`src/pao_pkg.sv`:
```
// Purpose: constants shared by the phase accumulator oscillator
// Assumes: 8-bit register port, single clock domain
// Notes: register offsets are local indices of this block
package pao_pkg;
  localparam int unsigned ADDR_W = 4;
  localparam logic [3:0] OFF_CONTROL = 4'h0;
  localparam logic [3:0] OFF_CLOCK = 4'h1;
  localparam logic [3:0] OFF_ACC_LOW = 4'h2;
  localparam logic [3:0] OFF_ACC_HIGH = 4'h3;
  localparam logic [3:0] OFF_ACC_UPPER = 4'h4;
  localparam logic [3:0] OFF_STEP_LOW = 4'h5;
  localparam logic [3:0] OFF_STEP_HIGH = 4'h6;
  localparam logic [3:0] OFF_STEP_UPPER = 4'h7;
  localparam int unsigned ACC_W = 20;
  localparam int unsigned BIT_ENABLE = 7;
  localparam int unsigned BIT_LEVEL = 5;
  localparam int unsigned BIT_INVERT = 4;
  localparam int unsigned BIT_PFM = 0;
  localparam int unsigned PWS_LSB = 5;
  localparam logic [7:0] CONTROL_WMASK = 8'h91;
  localparam logic [7:0] CLOCK_WMASK = 8'hef;
  localparam logic [7:0] RESET_BYTE = 8'h00;
  localparam logic [3:0] CKS_SYSTEM = 4'h0;
  localparam logic [3:0] CKS_HFINT = 4'h1;
  localparam logic [3:0] CKS_LFINT = 4'h2;
  localparam logic [3:0] CKS_MF500K = 4'h3;
  localparam logic [3:0] CKS_MF32K = 4'h4;
  localparam logic [3:0] CKS_REFCLK = 4'h6;
  localparam logic [3:0] CKS_LC1 = 4'h7;
  localparam logic [3:0] CKS_LC2 = 4'h8;
  localparam logic [3:0] CKS_LC3 = 4'h9;
  localparam logic [3:0] CKS_LC4 = 4'ha;
endpackage : pao_pkg

```
`src/pao_edge_det.sv`:
```
// Purpose: rising edge detector for the selected clock source level
// Assumes: input already synchronous to clk_sys
// Notes: one-cycle pulse per rising edge
module pao_edge_det (
  // clock and reset
  input wire logic clk_sys,
  input wire logic rstn,
  // level in, pulse out
  input wire logic level_in,
  output logic rise_pulse
);
  logic prev_ff;
  always_ff @(posedge clk_sys or negedge rstn) begin
    if (!rstn) begin
      prev_ff <= 1'b0;
    end else begin
      prev_ff <= level_in;
    end
  end
  assign rise_pulse = level_in & ~prev_ff;
endmodule : pao_edge_det

```
`src/pao_osc.sv`:
```
// Purpose: phase accumulator oscillator control, accumulator and output shaping
// Assumes: source clocks are levels synchronous to clk_sys; each rising edge is one input clock
// Notes: the accumulator advances on detected source edges, not on clk_sys
// Notes on behaviour
// - oscillator advances only while the enable bit is one.
// - output level bit reads the present module output.
// - invert bit set drives the module output inverted.
// - mode bit set gives a pulse of selectable width per overflow.
// - mode bit clear toggles output on each overflow, halving the rate.
// - pulse lasts two to the power of the width code input periods.
// - pulse width code matters only in pulse mode.
// - clock codes six to ten pick reference clock and logic cells; above reserved.
// - codes one to four pick internal oscillators; five is reserved.
// - accumulator read as three bytes; upper nibble of top byte reads zero.
// - accumulator updates continuously; multi-byte reads are not coherent.
// - unimplemented control and clock bits read as zero.
// - each input edge adds the step value; carry is the overflow event.
// - pulse output goes active on the first input edge after overflow.
// - reset clears every register to zero.
// - pulse longer than overflow interval keeps the output from toggling.
module pao_osc (
  // clock and reset
  input wire logic clk_sys,
  input wire logic rstn,
  // register port
  input wire logic [3:0] reg_addr,
  input wire logic [7:0] reg_wdata,
  input wire logic reg_wr,
  input wire logic reg_rd,
  output logic [7:0] reg_rdata,
  // clock sources
  input wire logic system_osc_clk,
  input wire logic high_freq_internal_osc,
  input wire logic low_freq_internal_osc,
  input wire logic medium_freq_internal_osc_500k,
  input wire logic medium_freq_internal_osc_32k,
  input wire logic reference_clock_out,
  input wire logic logic_cell_one_out,
  input wire logic logic_cell_two_out,
  input wire logic logic_cell_three_out,
  input wire logic logic_cell_four_out,
  // outputs to peripherals
  output logic osc_out,
  output logic acc_carry_event
);
  logic [7:0] control_ff;
  logic [7:0] clock_cfg_ff;
  logic [19:0] acc_ff;
  logic [19:0] step_ff;
  logic [7:0] rdata_ff;
  logic level_ff;
  logic carry_ff;
  logic pend_ff;
  logic [7:0] width_cnt_ff;
  logic [19:0] nxt_acc;
  logic nxt_level;
  logic [7:0] nxt_width_cnt;
  logic nxt_pend;

  wire osc_enable = control_ff[pao_pkg::BIT_ENABLE];
  wire output_invert = control_ff[pao_pkg::BIT_INVERT];
  wire pulse_freq_select = control_ff[pao_pkg::BIT_PFM];
  wire [2:0] pulse_width_select = clock_cfg_ff[pao_pkg::PWS_LSB +: 3];
  wire [3:0] clock_source_select = clock_cfg_ff[3:0];

  // source multiplexer; reserved codes give a stopped clock
  logic src_level;
  always_comb begin
    case (clock_source_select)
      pao_pkg::CKS_SYSTEM: src_level = system_osc_clk;
      pao_pkg::CKS_HFINT: src_level = high_freq_internal_osc;
      pao_pkg::CKS_LFINT: src_level = low_freq_internal_osc;
      pao_pkg::CKS_MF500K: src_level = medium_freq_internal_osc_500k;
      pao_pkg::CKS_MF32K: src_level = medium_freq_internal_osc_32k;
      pao_pkg::CKS_REFCLK: src_level = reference_clock_out;
      pao_pkg::CKS_LC1: src_level = logic_cell_one_out;
      pao_pkg::CKS_LC2: src_level = logic_cell_two_out;
      pao_pkg::CKS_LC3: src_level = logic_cell_three_out;
      pao_pkg::CKS_LC4: src_level = logic_cell_four_out;
      default: src_level = 1'b0;
    endcase
  end

  logic src_edge;
  pao_edge_det u_edge (
    .clk_sys(clk_sys),
    .rstn(rstn),
    .level_in(src_level),
    .rise_pulse(src_edge)
  );

  wire tick = src_edge & osc_enable;
  wire [20:0] sum = {1'b0, acc_ff} + {1'b0, step_ff};
  wire overflow = tick & sum[20];

  // decoded register accesses
  wire wr_control = reg_wr & (reg_addr == pao_pkg::OFF_CONTROL);
  wire wr_clock = reg_wr & (reg_addr == pao_pkg::OFF_CLOCK);
  wire wr_acc_l = reg_wr & (reg_addr == pao_pkg::OFF_ACC_LOW);
  wire wr_acc_h = reg_wr & (reg_addr == pao_pkg::OFF_ACC_HIGH);
  wire wr_acc_u = reg_wr & (reg_addr == pao_pkg::OFF_ACC_UPPER);
  wire wr_step_l = reg_wr & (reg_addr == pao_pkg::OFF_STEP_LOW);
  wire wr_step_h = reg_wr & (reg_addr == pao_pkg::OFF_STEP_HIGH);
  wire wr_step_u = reg_wr & (reg_addr == pao_pkg::OFF_STEP_UPPER);

  // pulse length 2^n periods, counted in input edges
  wire [7:0] width_periods = 8'h01 << pulse_width_select;

  // accumulator: a software write wins over an edge; writing while running is undefined anyway
  always_comb begin
    nxt_acc = acc_ff;
    if (tick) begin
      nxt_acc = sum[19:0];
    end
    if (wr_acc_l) begin
      nxt_acc = {acc_ff[19:8], reg_wdata};
    end
    if (wr_acc_h) begin
      nxt_acc = {acc_ff[19:16], reg_wdata, acc_ff[7:0]};
    end
    if (wr_acc_u) begin
      nxt_acc = {reg_wdata[3:0], acc_ff[15:0]};
    end
  end

  // output shaping
  always_comb begin
    nxt_level = level_ff;
    nxt_width_cnt = width_cnt_ff;
    nxt_pend = pend_ff;
    if (!osc_enable) begin
      nxt_pend = 1'b0;
    end else if (!pulse_freq_select) begin
      nxt_pend = 1'b0;
      nxt_width_cnt = 8'h00;
      if (overflow) begin
        nxt_level = ~level_ff;
      end
    end else begin
      // overflow arms; the following input edge raises the output
      if (tick && pend_ff) begin
        nxt_level = 1'b1;
        nxt_width_cnt = width_periods;
        nxt_pend = overflow;
      end else if (tick && level_ff) begin
        if (width_cnt_ff <= 8'h01) begin
          nxt_level = 1'b0;
          nxt_width_cnt = 8'h00;
        end else begin
          nxt_width_cnt = width_cnt_ff - 8'h01;
        end
        // a new overflow during the pulse arms a restart at the next edge; an overflow on its last edge drops it for one period
        if (overflow) begin
          nxt_pend = 1'b1;
        end
      end else if (overflow) begin
        nxt_pend = 1'b1;
      end
    end
  end

  // readback
  wire [7:0] control_rd = (control_ff & pao_pkg::CONTROL_WMASK) | ({7'h00, osc_out} << pao_pkg::BIT_LEVEL);
  wire [7:0] clock_rd = clock_cfg_ff & pao_pkg::CLOCK_WMASK;
  logic [7:0] rd_mux;
  always_comb begin
    case (reg_addr)
      pao_pkg::OFF_CONTROL: rd_mux = control_rd;
      pao_pkg::OFF_CLOCK: rd_mux = clock_rd;
      pao_pkg::OFF_ACC_LOW: rd_mux = acc_ff[7:0];
      pao_pkg::OFF_ACC_HIGH: rd_mux = acc_ff[15:8];
      pao_pkg::OFF_ACC_UPPER: rd_mux = {4'h0, acc_ff[19:16]};
      pao_pkg::OFF_STEP_LOW: rd_mux = step_ff[7:0];
      pao_pkg::OFF_STEP_HIGH: rd_mux = step_ff[15:8];
      pao_pkg::OFF_STEP_UPPER: rd_mux = {4'h0, step_ff[19:16]};
      default: rd_mux = 8'h00;
    endcase
  end

  always_ff @(posedge clk_sys or negedge rstn) begin
    if (!rstn) begin
      control_ff <= pao_pkg::RESET_BYTE;
      clock_cfg_ff <= pao_pkg::RESET_BYTE;
    end else begin
      if (wr_control) begin
        control_ff <= reg_wdata & pao_pkg::CONTROL_WMASK;
      end
      if (wr_clock) begin
        clock_cfg_ff <= reg_wdata & pao_pkg::CLOCK_WMASK;
      end
    end
  end

  always_ff @(posedge clk_sys or negedge rstn) begin
    if (!rstn) begin
      step_ff <= 20'h00000;
    end else begin
      if (wr_step_l) begin
        step_ff[7:0] <= reg_wdata;
      end
      if (wr_step_h) begin
        step_ff[15:8] <= reg_wdata;
      end
      if (wr_step_u) begin
        step_ff[19:16] <= reg_wdata[3:0];
      end
    end
  end

  always_ff @(posedge clk_sys or negedge rstn) begin
    if (!rstn) begin
      acc_ff <= 20'h00000;
      level_ff <= 1'b0;
      pend_ff <= 1'b0;
      width_cnt_ff <= 8'h00;
      carry_ff <= 1'b0;
    end else begin
      acc_ff <= nxt_acc;
      level_ff <= nxt_level;
      pend_ff <= nxt_pend;
      width_cnt_ff <= nxt_width_cnt;
      carry_ff <= overflow;
    end
  end

  always_ff @(posedge clk_sys or negedge rstn) begin
    if (!rstn) begin
      rdata_ff <= 8'h00;
    end else if (reg_rd) begin
      rdata_ff <= rd_mux;
    end else begin
      rdata_ff <= 8'h00;
    end
  end

  assign osc_out = level_ff ^ output_invert;
  assign acc_carry_event = carry_ff;
  assign reg_rdata = rdata_ff;

  // checks
  // internal state is watched where the pins alone cannot tell why the output moved;
  // each check follows the rule, not the next-state code above
  acc_hold_off_a: assert property (@(posedge clk_sys) disable iff (!rstn)
    (!osc_enable && !reg_wr) |=> (acc_ff == $past(acc_ff)))
    else $error("accumulator moved while disabled");
  acc_step_add_a: assert property (@(posedge clk_sys) disable iff (!rstn)
    (tick && !reg_wr) |=> (acc_ff == 20'($past(acc_ff) + $past(step_ff))))
    else $error("accumulator did not add step");
  level_read_a: assert property (@(posedge clk_sys) disable iff (!rstn)
    (reg_rd && reg_addr == pao_pkg::OFF_CONTROL) |=> (reg_rdata[5] == $past(osc_out)))
    else $error("output level bit wrong");
  invert_out_a: assert property (@(posedge clk_sys) disable iff (!rstn)
    (!osc_enable && wr_control && (reg_wdata[pao_pkg::BIT_INVERT] != output_invert))
      |=> (osc_out != $past(osc_out)))
    else $error("output polarity wrong");
  fdc_toggle_a: assert property (@(posedge clk_sys) disable iff (!rstn)
    (overflow && !pulse_freq_select) |=> (level_ff != $past(level_ff)))
    else $error("fixed duty did not toggle");
  pulse_rise_a: assert property (@(posedge clk_sys) disable iff (!rstn)
    (tick && pend_ff && pulse_freq_select) |=> level_ff && width_cnt_ff == $past(width_periods))
    else $error("pulse did not start");
  upper_zero_a: assert property (@(posedge clk_sys) disable iff (!rstn)
    (reg_rd && reg_addr == pao_pkg::OFF_ACC_UPPER) |=> (reg_rdata[7:4] == 4'h0))
    else $error("upper nibble not zero");
  unimpl_zero_a: assert property (@(posedge clk_sys) disable iff (!rstn)
    (reg_rd && reg_addr == pao_pkg::OFF_CONTROL) |=> (reg_rdata[6] == 1'b0 && reg_rdata[3:1] == 3'h0))
    else $error("unimplemented bits not zero");
  pulse_off_a: assert property (@(posedge clk_sys) disable iff (!rstn)
    (tick && level_ff && pulse_freq_select && !pend_ff && width_cnt_ff == 8'h01) |=> !level_ff)
    else $error("pulse did not end");

  // carry: a wrap of the accumulator is the only overflow, and it is one cycle wide
  carry_wrap_a: assert property (@(posedge clk_sys) disable iff (!rstn)
    (tick && !reg_wr) |=> (acc_carry_event == (acc_ff < $past(acc_ff))))
    else $error("carry does not match accumulator wrap");
  carry_idle_a: assert property (@(posedge clk_sys) disable iff (!rstn)
    !osc_enable |=> !acc_carry_event)
    else $error("carry while disabled");
  carry_single_a: assert property (@(posedge clk_sys) disable iff (!rstn)
    acc_carry_event |=> !acc_carry_event)
    else $error("carry pulse longer than one cycle");

  // output shaping; the level may only move at input edges
  off_level_hold_a: assert property (@(posedge clk_sys) disable iff (!rstn)
    !osc_enable |=> (level_ff == $past(level_ff)))
    else $error("output moved while disabled");
  fdc_steady_a: assert property (@(posedge clk_sys) disable iff (!rstn)
    (osc_enable && !pulse_freq_select && !overflow)
      |=> (level_ff == $past(level_ff)))
    else $error("fixed duty output moved without overflow");
  pfm_arm_a: assert property (@(posedge clk_sys) disable iff (!rstn)
    (overflow && pulse_freq_select) |=> pend_ff)
    else $error("overflow did not arm a pulse");
  pfm_wait_a: assert property (@(posedge clk_sys) disable iff (!rstn)
    (pulse_freq_select && !level_ff && !(tick && pend_ff))
      |=> !level_ff)
    else $error("pulse started without an armed edge");
  pulse_gap_a: assert property (@(posedge clk_sys) disable iff (!rstn)
    (pulse_freq_select && level_ff && !tick) |=> level_ff)
    else $error("pulse ended between input edges");
  pulse_hold_a: assert property (@(posedge clk_sys) disable iff (!rstn)
    (tick && level_ff && pulse_freq_select && !pend_ff && (width_cnt_ff > 8'h01))
      |=> level_ff)
    else $error("pulse ended early");
  // an overflow inside a long pulse restarts it instead of dropping the output
  long_pulse_a: assert property (@(posedge clk_sys) disable iff (!rstn)
    (overflow && level_ff && pulse_freq_select && (width_cnt_ff > 8'h01))
      |=> level_ff)
    else $error("output toggled during an overlong pulse");

  // register port; read data answer one cycle after the strobe
  clock_unimpl_a: assert property (@(posedge clk_sys) disable iff (!rstn)
    (reg_rd && reg_addr == pao_pkg::OFF_CLOCK) |=> (reg_rdata[4] == 1'b0))
    else $error("clock register bit four not zero");
  acc_low_rd_a: assert property (@(posedge clk_sys) disable iff (!rstn)
    (reg_rd && reg_addr == pao_pkg::OFF_ACC_LOW)
      |=> (reg_rdata == $past(acc_ff[7:0])))
    else $error("accumulator low byte read wrong");
  acc_high_rd_a: assert property (@(posedge clk_sys) disable iff (!rstn)
    (reg_rd && reg_addr == pao_pkg::OFF_ACC_HIGH)
      |=> (reg_rdata == $past(acc_ff[15:8])))
    else $error("accumulator high byte read wrong");
  acc_upper_rd_a: assert property (@(posedge clk_sys) disable iff (!rstn)
    (reg_rd && reg_addr == pao_pkg::OFF_ACC_UPPER)
      |=> (reg_rdata[3:0] == $past(acc_ff[19:16])))
    else $error("accumulator upper nibble read wrong");
  acc_low_wr_a: assert property (@(posedge clk_sys) disable iff (!rstn)
    wr_acc_l |=> (acc_ff[7:0] == $past(reg_wdata)))
    else $error("accumulator low byte write lost");
  acc_upper_wr_a: assert property (@(posedge clk_sys) disable iff (!rstn)
    wr_acc_u |=> (acc_ff[19:16] == $past(reg_wdata[3:0])))
    else $error("accumulator upper nibble write lost");

  // reserved source codes must give a stopped clock, not a stale level
  src_reserved_a: assert property (@(posedge clk_sys) disable iff (!rstn)
    (clock_source_select > pao_pkg::CKS_LC4) |-> !tick)
    else $error("reserved source code advanced the accumulator");
  code_five_a: assert property (@(posedge clk_sys) disable iff (!rstn)
    (clock_source_select == 4'h5) |-> !tick)
    else $error("source code five advanced the accumulator");

  cov_fdc_c: cover property (@(posedge clk_sys) disable iff (!rstn) overflow && !pulse_freq_select);
  cov_pfm_c: cover property (@(posedge clk_sys) disable iff (!rstn) tick && pend_ff && pulse_freq_select);
  cov_rd_c: cover property (@(posedge clk_sys) disable iff (!rstn) reg_rd && reg_addr == pao_pkg::OFF_ACC_UPPER);
  cov_long_c: cover property (@(posedge clk_sys) disable iff (!rstn) overflow && level_ff && pulse_freq_select);
  cov_inv_c: cover property (@(posedge clk_sys) disable iff (!rstn)
    wr_control && (reg_wdata[pao_pkg::BIT_INVERT] != output_invert));
endmodule : pao_osc

```
`config.mk`:
```
export PLATFORM = sky130hd
export DESIGN_NAME = pao_osc
export DESIGN_NICKNAME = d
export VERILOG_FILES = /design/src/pao_pkg.sv /design/src/pao_edge_det.sv /design/src/pao_osc.sv
export SDC_FILE = /design/constraint.sdc
export NUM_CORES = 1
export LEC_CHECK = 0
export BUFFER_PORTS_ARGS = -buffer_cell sky130_fd_sc_hd__buf_2
export CAP_MARGIN = 20
export CORE_MARGIN = 2
export CORE_UTILIZATION = 54
export DETAILED_ROUTE_END_ITERATION = 8
export HOLD_SLACK_MARGIN = 0.08
export PLACE_DENSITY = 0.85
export SLEW_MARGIN = 10
export SYNTH_ARGS = -nofsm -noshare
export SYNTH_HDL_FRONTEND = slang
export SYNTH_SLANG_ARGS = --single-unit
```
`constraint.sdc`:
```
create_clock -name clk_sys -period 3.5 [get_ports clk_sys]
set_input_delay 0.875 -clock clk_sys [delete_from_list [all_inputs] [get_ports clk_sys]]
set_output_delay 0.875 -clock clk_sys [all_outputs]
set_load 0.05 [all_outputs]
```
## After elaboration in Yosys (flattened, before gate mapping)

Index checks and enable logic that the tools add are counted.

| word-level totals | value |
|---|---|
| logic and storage cells | 90 |
| flip-flop bits (word level) | 70 |
| bits of input ports | 26 |
| output and inout port bits | 10 |

| operators by class | value |
|---|---|
| bitwise gates (word level) | 17 |
| magnitude comparators | 1 |
| eq/ne operators | 22 |
| reductions and logical operators | 13 |
| add/sub/neg operators | 2 |
| multiplexer cells | 20 |
| shift-type cells | 1 |

Operators with widths:

| operator | number |
|---|---|
| 2-to-1 mux 20 bit | 4 |
| case mux 8 bit (8 select lines) | 1 |
| 2-to-1 mux 8 bit | 5 |
| equality test 4 x 3 -> 1 bit, second input constant | 7 |
| adder 20 x 20 -> 21 bit | 1 |
| equality test 4 x 2 -> 1 bit, second input constant | 4 |
| equality test 4 bit, second input constant | 3 |
| AND 1 bit | 11 |
| case mux 1 bit (10 select lines) | 1 |
| 2-to-1 mux 1 bit | 9 |
| AND reduction 3 bit | 3 |
| equality test 4 x 1 -> 1 bit, second input constant | 2 |
| less-or-equal comparator 8 x 1 -> 1 bit, second input constant | 1 |
| logical NOT 4 bit | 2 |
| OR 8 x 6 -> 8 bit | 1 |
| nonzero test 2 bit | 4 |
| left shift 1 x 3 -> 8 bit, first input constant | 1 |
| subtractor 8 x 1 -> 8 bit, second input constant | 1 |
| != test 2 x 1 -> 1 bit, second input constant | 3 |
| != test 3 x 1 -> 1 bit, second input constant | 2 |
| != test 4 x 2 -> 1 bit, second input constant | 1 |
| NOT 1 bit | 4 |
| AND reduction 4 bit | 1 |
| logical AND 1 bit | 2 |
| 2 further kinds | 2 |

## Longest topological paths before layout

Gate-level depths: netlist (run 1).

| logic depth | value |
|---|---|
| depth after elaboration | 9 |
| gate-level depth with buffers | 9 |
| mapped depth without buffers | 9 |

## Hierarchy

Synthesis (run 1) repeated with hierarchy kept, for this count alone.

| unflattened totals | value |
|---|---|
| cells, all modules | 534 |
| area, all modules | 4908.5 um^2 |

Modules (own cells, without submodules):

| module | instances | cells each | sequential area each (um^2) | area an instance (um^2) |
|---|---|---|---|---|
| pao_osc | 1 | 532 | 1726.7 | 4869.7 |
| pao_edge_det | 1 | 2 | 25.0 | 38.8 |

## Worst setup path after synthesis (run 1)

Ideal clock, no wire load.

| path | value |
|---|---|
| path type | register to register |
| from | register acc_ff[0] |
| to | register level_ff |
| clock period less this slack | 2475 ps |
| setup slack | 1025 ps |
| library setup time | 128 ps |
| cell stages (with the launch flop) | 10 |
| data required time | 3372 ps |
| data arrival time | 2347 ps |
| buffers on the path | 0 |
| cell sequence | dfrtp_1 ha_1 fa_1 a211oi_1 o211ai_1 nand4_1 o211ai_1 a311oi_1 mux2i_1 nand3_1 |

| between the ends | value |
|---|---|
| word-level cells in the longest chain between the ends | 4 |

RTL lines:

| element | RTL line | source |
|---|---|---|
| start: declaration | pao_osc.sv:48 | `logic [19:0] acc_ff;` |
| start signal: assignment | pao_osc.sv:218 | `acc_ff <= nxt_acc;` |
| adder 20 x 20 -> 21 bit | pao_osc.sv:93 | `wire [20:0] sum = {1'b0, acc_ff} + {1'b0, step_ff};` |
| AND 1 bit | pao_osc.sv:94 | `wire overflow = tick & sum[20];` |
| nonzero test 2 bit (no line) | -- |  |
| AND reduction 4 bit (no line) | -- |  |
| end signal: assignment | pao_osc.sv:219 | `level_ff <= nxt_level;` |
| end: declaration | pao_osc.sv:51 | `logic level_ff;` |

Every way passes these cells.
A chain may end at the register's enable or synchronous reset.

## Worst setup path after layout (run 1)

Ends and elaborated chain as after synthesis.

==> out/metrics.yaml, run 1 <==
run_status:
  status: "finished, final reports clean"
logic_synthesis:
  synth-async-reset-ratio_pct: 100.0
  synth-edff-count: 0
  yosys_warnings: 0
  syn-num-nets: 550
  synth_cells: 501
  synth.distinct_cells: 66
  ys_seq_area_share_pct: 37.36
  ys_ff_latch: 70
  avgSynthCellArea_um2: 9.358
  synth_area_um2: 4688
  synthFlopType: "dfrtp_1"
setup_path:
  crit_required_ps: 3740
  path_max_fanout: 3
  worstSetupPathType: "reg2reg"
  cp-start-kind: "flip-flop"
  cp.arrival_ps: 3420
  end_kind: "flip-flop"
power_and_ir_drop:
  power.density_nw_per_um2: 756.9
  p_leak_uw: 0.002304
  ir_drop_uv: 460.7
clocking:
  hold_buffers: 0
  post-cts-setup-buffer-count: 0
  insertion_delay_ps: 360
  root_buffer: "clkbuf_8"
  htree_levels: 3
  ctsResizeCount: 0
  cts_max_path_buffers: 2
  cts_buffers: 9
  cts_sinks: 70
  clk_pin_slew_worst_paths_ps: 80
  cts_tree: "built"
timing:
  rsz0062_at_grt: "no"
  whs_ps: 526.4
  setup_tns_ps: 0
  finalSetupViolations: 0
  finalHoldViolCount: 0
  fmax_mhz: 314.1
  final_max_slew_viol_count: 0
  fin_crit_sh_pct: 90.95
  tightest_slew_ps: 759.0
  skew_ps: 11.03
  relSlewSlack_pct: 49.01
  finalCriticalPeriod_ps: 3183
placed_design:
  dp_hpwl_um: 9819
  place_congestion: 0.9522
  placed_cells: 622
  io_buffers: 35
cells_and_area:
  mostFrequentLayoutCells: "dfrtp_1 (70), nand2_1 (53), nor2_1 (44), buf_2 (35), mux2_2 (33)"
  fillCellCount: 682
  finalNonFillerCells: 640
  drive_gt1_share_pct: 18.95
  mostFrequentLayoutCell: "dfrtp_1"
  nets: 577
  area_growth_pct: 9.501
die:
  rows: 33
  coreArea_um2: 8299
  dieHeight_um: 97.18
  fp.dieW_um: 97.18
  die_area_um2: 9443
  start_util_pct: 56.49
  ios: 36
drt:
  routed_wl_um: 13160
  ant_nets: 0
  post_drt_wl_per_cell_um: 20.57
  drt-vias-per-instance: 6.642
  first_iter_violations: 403
  dr.pass1.iters: 5
  drc: 0
  vias: 4251
grt:
  grt_max_degree: 39
  first_global_vias: 4034
  antenna_found_initial: 2
  grt_overflow_total: 0
  grt_use_total_pct: 28.25
  grt_pass1_wl_um: 21220
worst_hold_path:
  holdCritPathClass: "in2async"
flow_run:
  max_cap_viol_count: 0
## registers in the layout, summed over array words and instances (netlist names), 3 cells and up
name,count
clock_cfg_ff,7
width_cnt_ff,8
step_ff,20
control_ff,3
acc_ff,20
reg_rdata,8
## kinds of logic (layout without fill, tap and decap cells)
family	Yosys count	in the layout	share of synthesized area [%]
XOR/XNOR	16	16	2.989
other	0	2	0
AO/OA/AOI/OAI	140	140	21.03
adder cells (fa/ha/maj)	23	23	6.298
AND/OR/NAND/NOR	173	173	17.91
flip-flops	70	70	37.36
multiplexers	48	48	11.50
buffers and inverters	31	63	2.909
## report_power, final
part | total, µW | switching [µW] | internal [µW]
Clock | 725 | 325 | 400
Combinational | 1850 | 1060 | 793
Sequential | 1310 | 295 | 1020
Total | 3890 | 1680 | 2210
## path summary, 6_finish.rpt
| kind | startpoint | endpoint | slack, ps | depth (start not counted) |
|---|---|---|---|---|
| min in group clk_sys | acc_ff[0] | acc_ff[0] | 540 | 2 |
| min reg2reg | acc_ff[0] | acc_ff[0] | 540 | 2 |
| max in group asynchronous | rstn | acc_ff[6] | 2560 | 2 |
| max | acc_ff[0] | level_ff | 320 | 9 |
| min | rstn | width_cnt_ff[1] | 530 | 2 |
| max reg2reg | acc_ff[0] | level_ff | 320 | 9 |
## metal layers
| metal | wire [µm] | GRT usage [%] | up-vias |
|---|---|---|---|
| met4 | 368 | 9.859 | 0 |
| met3 | 1164 | 5.755 | 40 |
| met1 | 5668 | 40.15 | 2040 |
| met5 | 0 | 0 | - |
| li1 | - | - | 1941 |
| met2 | 5962 | 43.06 | 230 |
## cell usage after synthesis, types with 3 or more instances
cell type	n	area share, %
a211oi_1	6	0.96
a21o_1	10	1.6
a21oi_1	25	2.7
a221oi_1	10	1.9
a22o_1	10	1.9
a31oi_1	6	0.80
a32o_1	3	0.64
a32oi_1	4	0.75
buf_1	4	0.32
buf_2	4	0.43
clkbuf_1	12	0.96
dfrtp_1	70	37
ha_1	22	5.9
inv_1	9	0.72
mux2_2	33	7.9
mux2i_1	13	2.8
nand2_1	53	4.2
nand2b_1	5	0.67
nand3_1	17	1.8
nand3b_1	3	0.48
nand4_1	5	0.67
nand4b_1	3	0.56
nor2_1	44	3.5
nor2b_1	8	1.1
nor3_1	16	1.7
nor4_1	3	0.40
o211ai_1	10	1.6
o21a_1	3	0.48
o21ai_0	25	2.7
o22ai_1	4	0.53
xnor2_1	8	1.5
xor2_1	8	1.5
## metrics by stage
| stage | total power (µW) | util [%] | cell area, µm² | setup slack (ps) |
|---|---|---|---|---|
| after floorplan | 2652 | - | 4688 | 1025 |
| after global placement | 3055 | 59.22 | 4915 | 626.6 |
| after detailed placement | 3118 | 59.22 | 4915 | 456.5 |
| after CTS | 3836 | 61.80 | 5129 | 419.2 |
| after global routing | 4144 | 61.83 | 5131 | 278.0 |
| final | 3886 | 61.86 | 5134 | 316.6 |
## worst max-delay path, stage by stage, from the launching register on
cell and delay [ps]:
dfrtp_1 410, ha_1 250, fa_1 430, a211oi_1 410, o211ai_1 230, nand4_1 130, o211ai_1 150, a311oi_1 690
mux2i_1 270, nand3_1 90
## cell type report
class	count	area (µm²)	share of cell area [%]
repair buffers	38	197.7	3.851
flip-flops and latches	70	1752	34.12
multi-input cells	400	2800	54.55
inverters	9	33.78	0.6581
well taps	105	131.4	2.559
clock buffers	10	127.6	2.486
clock inverters	6	86.33	1.682
diodes	2	5.005	0.09749
Note: power is estimated with default switching activity, not from simulation.
==> run 2, diff against run 1 <==
--- a/config.mk
+++ b/config.mk
@@ -15,4 +15,6 @@
 export SLEW_MARGIN = 10
 export SYNTH_ARGS = -nofsm -noshare
 export SYNTH_HDL_FRONTEND = slang
+export SYNTH_HIERARCHICAL = 1
 export SYNTH_SLANG_ARGS = --single-unit
+export TNS_END_PERCENT = 30
==> run 2 against run 1 <==
  * Sequential power up 4%
  * Worst setup slack better by 300 ps
  * Clock power down 14%
  * Critical path depth up 4
  * Highest routed layer unchanged
  * Clock-buffer cell count up 1
  * Global-route usage up 0.94 points
  * Sequential cell count unchanged
  * Wire length up 5.3%
  * Clock skew about the same
  * Worst hold slack worse by 8.6 ps
  * Largest cell class unchanged
  * Die area up 4.5%
  * Maximum frequency up 10%
==> out/metrics.yaml, run 2 <==
setup_path:
  cp-start-kind: "input port"
  worstSetupPathType: "in2reg"
  path_max_fanout: 9  # +6
  cp.arrival_ps: 3120  # -300 ps
  crit_required_ps: 3730  # about the same
  end_kind: "flip-flop"
logic_synthesis:
  synth_common_cells: "dfrtp_1 (70), nand2_1 (54), nor2_1 (42), a21oi_1 (41), mux2_2 (30)"
  synth_area_um2: 4908  # +4.7%
  yosysMostFrequentCell: "dfrtp_1"
  synthFlopType: "dfrtp_1"
  synth_top_area_share_pct: 35.69  # -1.7 points
  synth.distinct_cells: 74  # +12%
  avgSynthCellArea_um2: 9.192  # -1.8%
  synth_cells: 534  # +6.6%
  syn-num-nets: 583  # +6.0%
  synth-edff-count: 0  # unchanged
  synth_area_leaders: "dfrtp_1 (36%), mux2_2 (6.9%), ha_1 (5.6%)"
  yosys_warnings: 6  # +6
  synth-async-reset-ratio_pct: 100.0  # unchanged
  ys_seq_area_share_pct: 35.69  # -1.7 points
  ys_ff_latch: 70  # unchanged
  yosysTopAreaCell: "dfrtp_1"
run_status:
  status: "finished, final reports clean"
die:
  fp.dieW_um: 99.34  # +2.2%
  ios: 36  # unchanged
  dieHeight_um: 99.34  # +2.2%
  coreArea_um2: 8763  # +5.6%
  rows: 34  # +3.0%
  start_util_pct: 56.01  # -0.48 points
  die_area_um2: 9868  # +4.5%
drt:
  dr.pass1.iters: 8  # +3
  ant_nets: 0  # unchanged
  vias: 4502  # +5.9%
  routed_wl_um: 13860  # +5.3%
  first_iter_violations: 494  # +23%
  drc: 0  # unchanged
  post_drt_wl_per_cell_um: 20.74  # +0.85%
  drt-vias-per-instance: 6.740  # +1.5%
worst_hold_path:
  holdCritPathClass: "reg2reg"
timing:
  setup_tns_ps: 0  # unchanged
  finalHoldViolCount: 0  # unchanged
  final_max_slew_viol_count: 0  # unchanged
  whs_ps: 517.8  # -8.575 ps
  fmax_mhz: 346.8  # +10%
  tightest_slew_ps: 807.6  # +48.68 ps
  rsz0062_at_grt: "no"
  fin_crit_sh_pct: 82.38  # -8.6 points
  finalCriticalPeriod_ps: 2883  # -300.2 ps
  finalSetupViolations: 0  # unchanged
  skew_ps: 11.13  # +0.09850 ps
  relSlewSlack_pct: 46.16  # -2.9 points
cells_and_area:
  area_growth_pct: 7.953
  nets: 607  # +5.2%
  mostFrequentLayoutCells: "dfrtp_1 (70), nand2_1 (54), nor2_1 (42), a21oi_1 (41), buf_2 (35)"
  drive_gt1_share_pct: 18.21  # -0.74 points
  diodes: 0  # -2
  reg_top3: "acc_ff: 20 flops, step_ff: 20 flops"
  final_util_pct: 60.47  # -1.4 points
  design_area_um2: 5299  # +3.2%
  mostFrequentLayoutCell: "dfrtp_1"
clocking:
  clk_pin_slew_worst_paths_ps: 70  # about the same
  cts_max_path_buffers: 2  # unchanged
  cts_buffers: 9  # unchanged
  cts_tree: "built"
  post-cts-setup-buffer-count: 0  # unchanged
  htree_levels: 3  # unchanged
  root_buffer: "clkbuf_8"
  ctsResizeCount: 0  # unchanged
  insertion_delay_ps: 350  # about the same
  cts_sinks: 70  # unchanged
  hold_buffers: 0  # unchanged
placed_design:
  place_congestion: 0.9895  # +3.9%
  io_buffers: 35  # unchanged
  placed_area_um2: 5122  # +4.2%
  dp_hpwl_um: 10510  # +7.0%
grt:
  grt_pass1_wl_um: 22600  # +6.5%
  grt_overflow_total: 0  # unchanged
  grt_max_degree: 37  # -5.1%
  first_global_vias: 4447  # +10%
  antenna_found_initial: 0  # -2
  grt_use_total_pct: 29.19  # +0.94 points
flow_run:
  max_cap_viol_count: 0  # unchanged
power_and_ir_drop:
  power.density_nw_per_um2: 824.5  # +8.9%
  ir_drop_uv: 312.4  # -32%
  p_leak_uw: 0.002309  # +0.22%
[run 2: cells by family (layout without fill, tap and decap cells)]
| kind of cell | Yosys count | in the layout | share of synthesized area (%) |
|---|---|---|---|
| XOR/XNOR | 12 | 12 | 2.141 |
| buffers and inverters | 40 | 66 | 3.824 |
| flip-flops | 70 | 70 | 35.69 |
| AO/OA/AOI/OAI | 158 | 158 | 22.53 |
| AND/OR/NAND/NOR | 187 | 187 | 19.81 |
| multiplexers | 44 | 44 | 9.992 |
| adder cells (fa/ha/maj) | 23 | 23 | 6.016 |
[run 2: worst paths after layout]
path / from / to / slack, ps / cells past startpoint
max: reference_clock_out / acc_ff[18] / 620 / 13
min: width_cnt_ff[6] / width_cnt_ff[6] / 520 / 2
max reg2reg: clock_cfg_ff[0] / acc_ff[18] / 630 / 12
min reg2reg: width_cnt_ff[6] / width_cnt_ff[6] / 520 / 2
max in group asynchronous: rstn / acc_ff[13] / 2220 / 2
min in group asynchronous: rstn / reg_rdata[2] / 610 / 1
[run 2: worst max-delay path: stages]
cell	delay [ps]
buf_2	80
mux2_2	140
a22oi_1	80
nand2_1	80
o21ai_0	60
o21ai_0	240
nor2b_4	250
nand2_1	200
a31oi_1	260
nand2_1	250
or3_1	410
mux2i_1	130
nor2_1	60
[run 2: cell type report]
type | instances | area, µm²
Fill cell | 741 | 3465
Multi-Input combinational cell | 424 | 2969
Sequential cell | 70 | 1752
Timing Repair Buffer | 38 | 210.2
Clock buffer | 11 | 141.4
Tap cell | 108 | 135.1
Inverter | 15 | 56.30
Clock inverter | 2 | 35.03
[run 2: per-stage QoR]
stage	total power [µW]	setup WS, ps	cells
final	4369	616.8	668
after global routing	4663	413.6	668
after CTS	4304	712.6	668
after detailed placement	3683	349.1	655
after global placement	3583	500.5	655
after floorplan	3101	772.0	534
[run 2: per-layer routing]
metal | wire length (µm) | global-route usage (%)
met1 | 5563 | 36.56
met2 | 6617 | 48.18
met3 | 1158 | 6.887
met4 | 514 | 12.96
met5 | 0 | 0
[run 2: power breakdown]
| group | switching (µW) | total [µW] | internal (µW) |
|---|---|---|---|
| clock network | 286 | 622 | 336 |
| logic | 1420 | 2390 | 971 |
| registers | 306 | 1360 | 1050 |
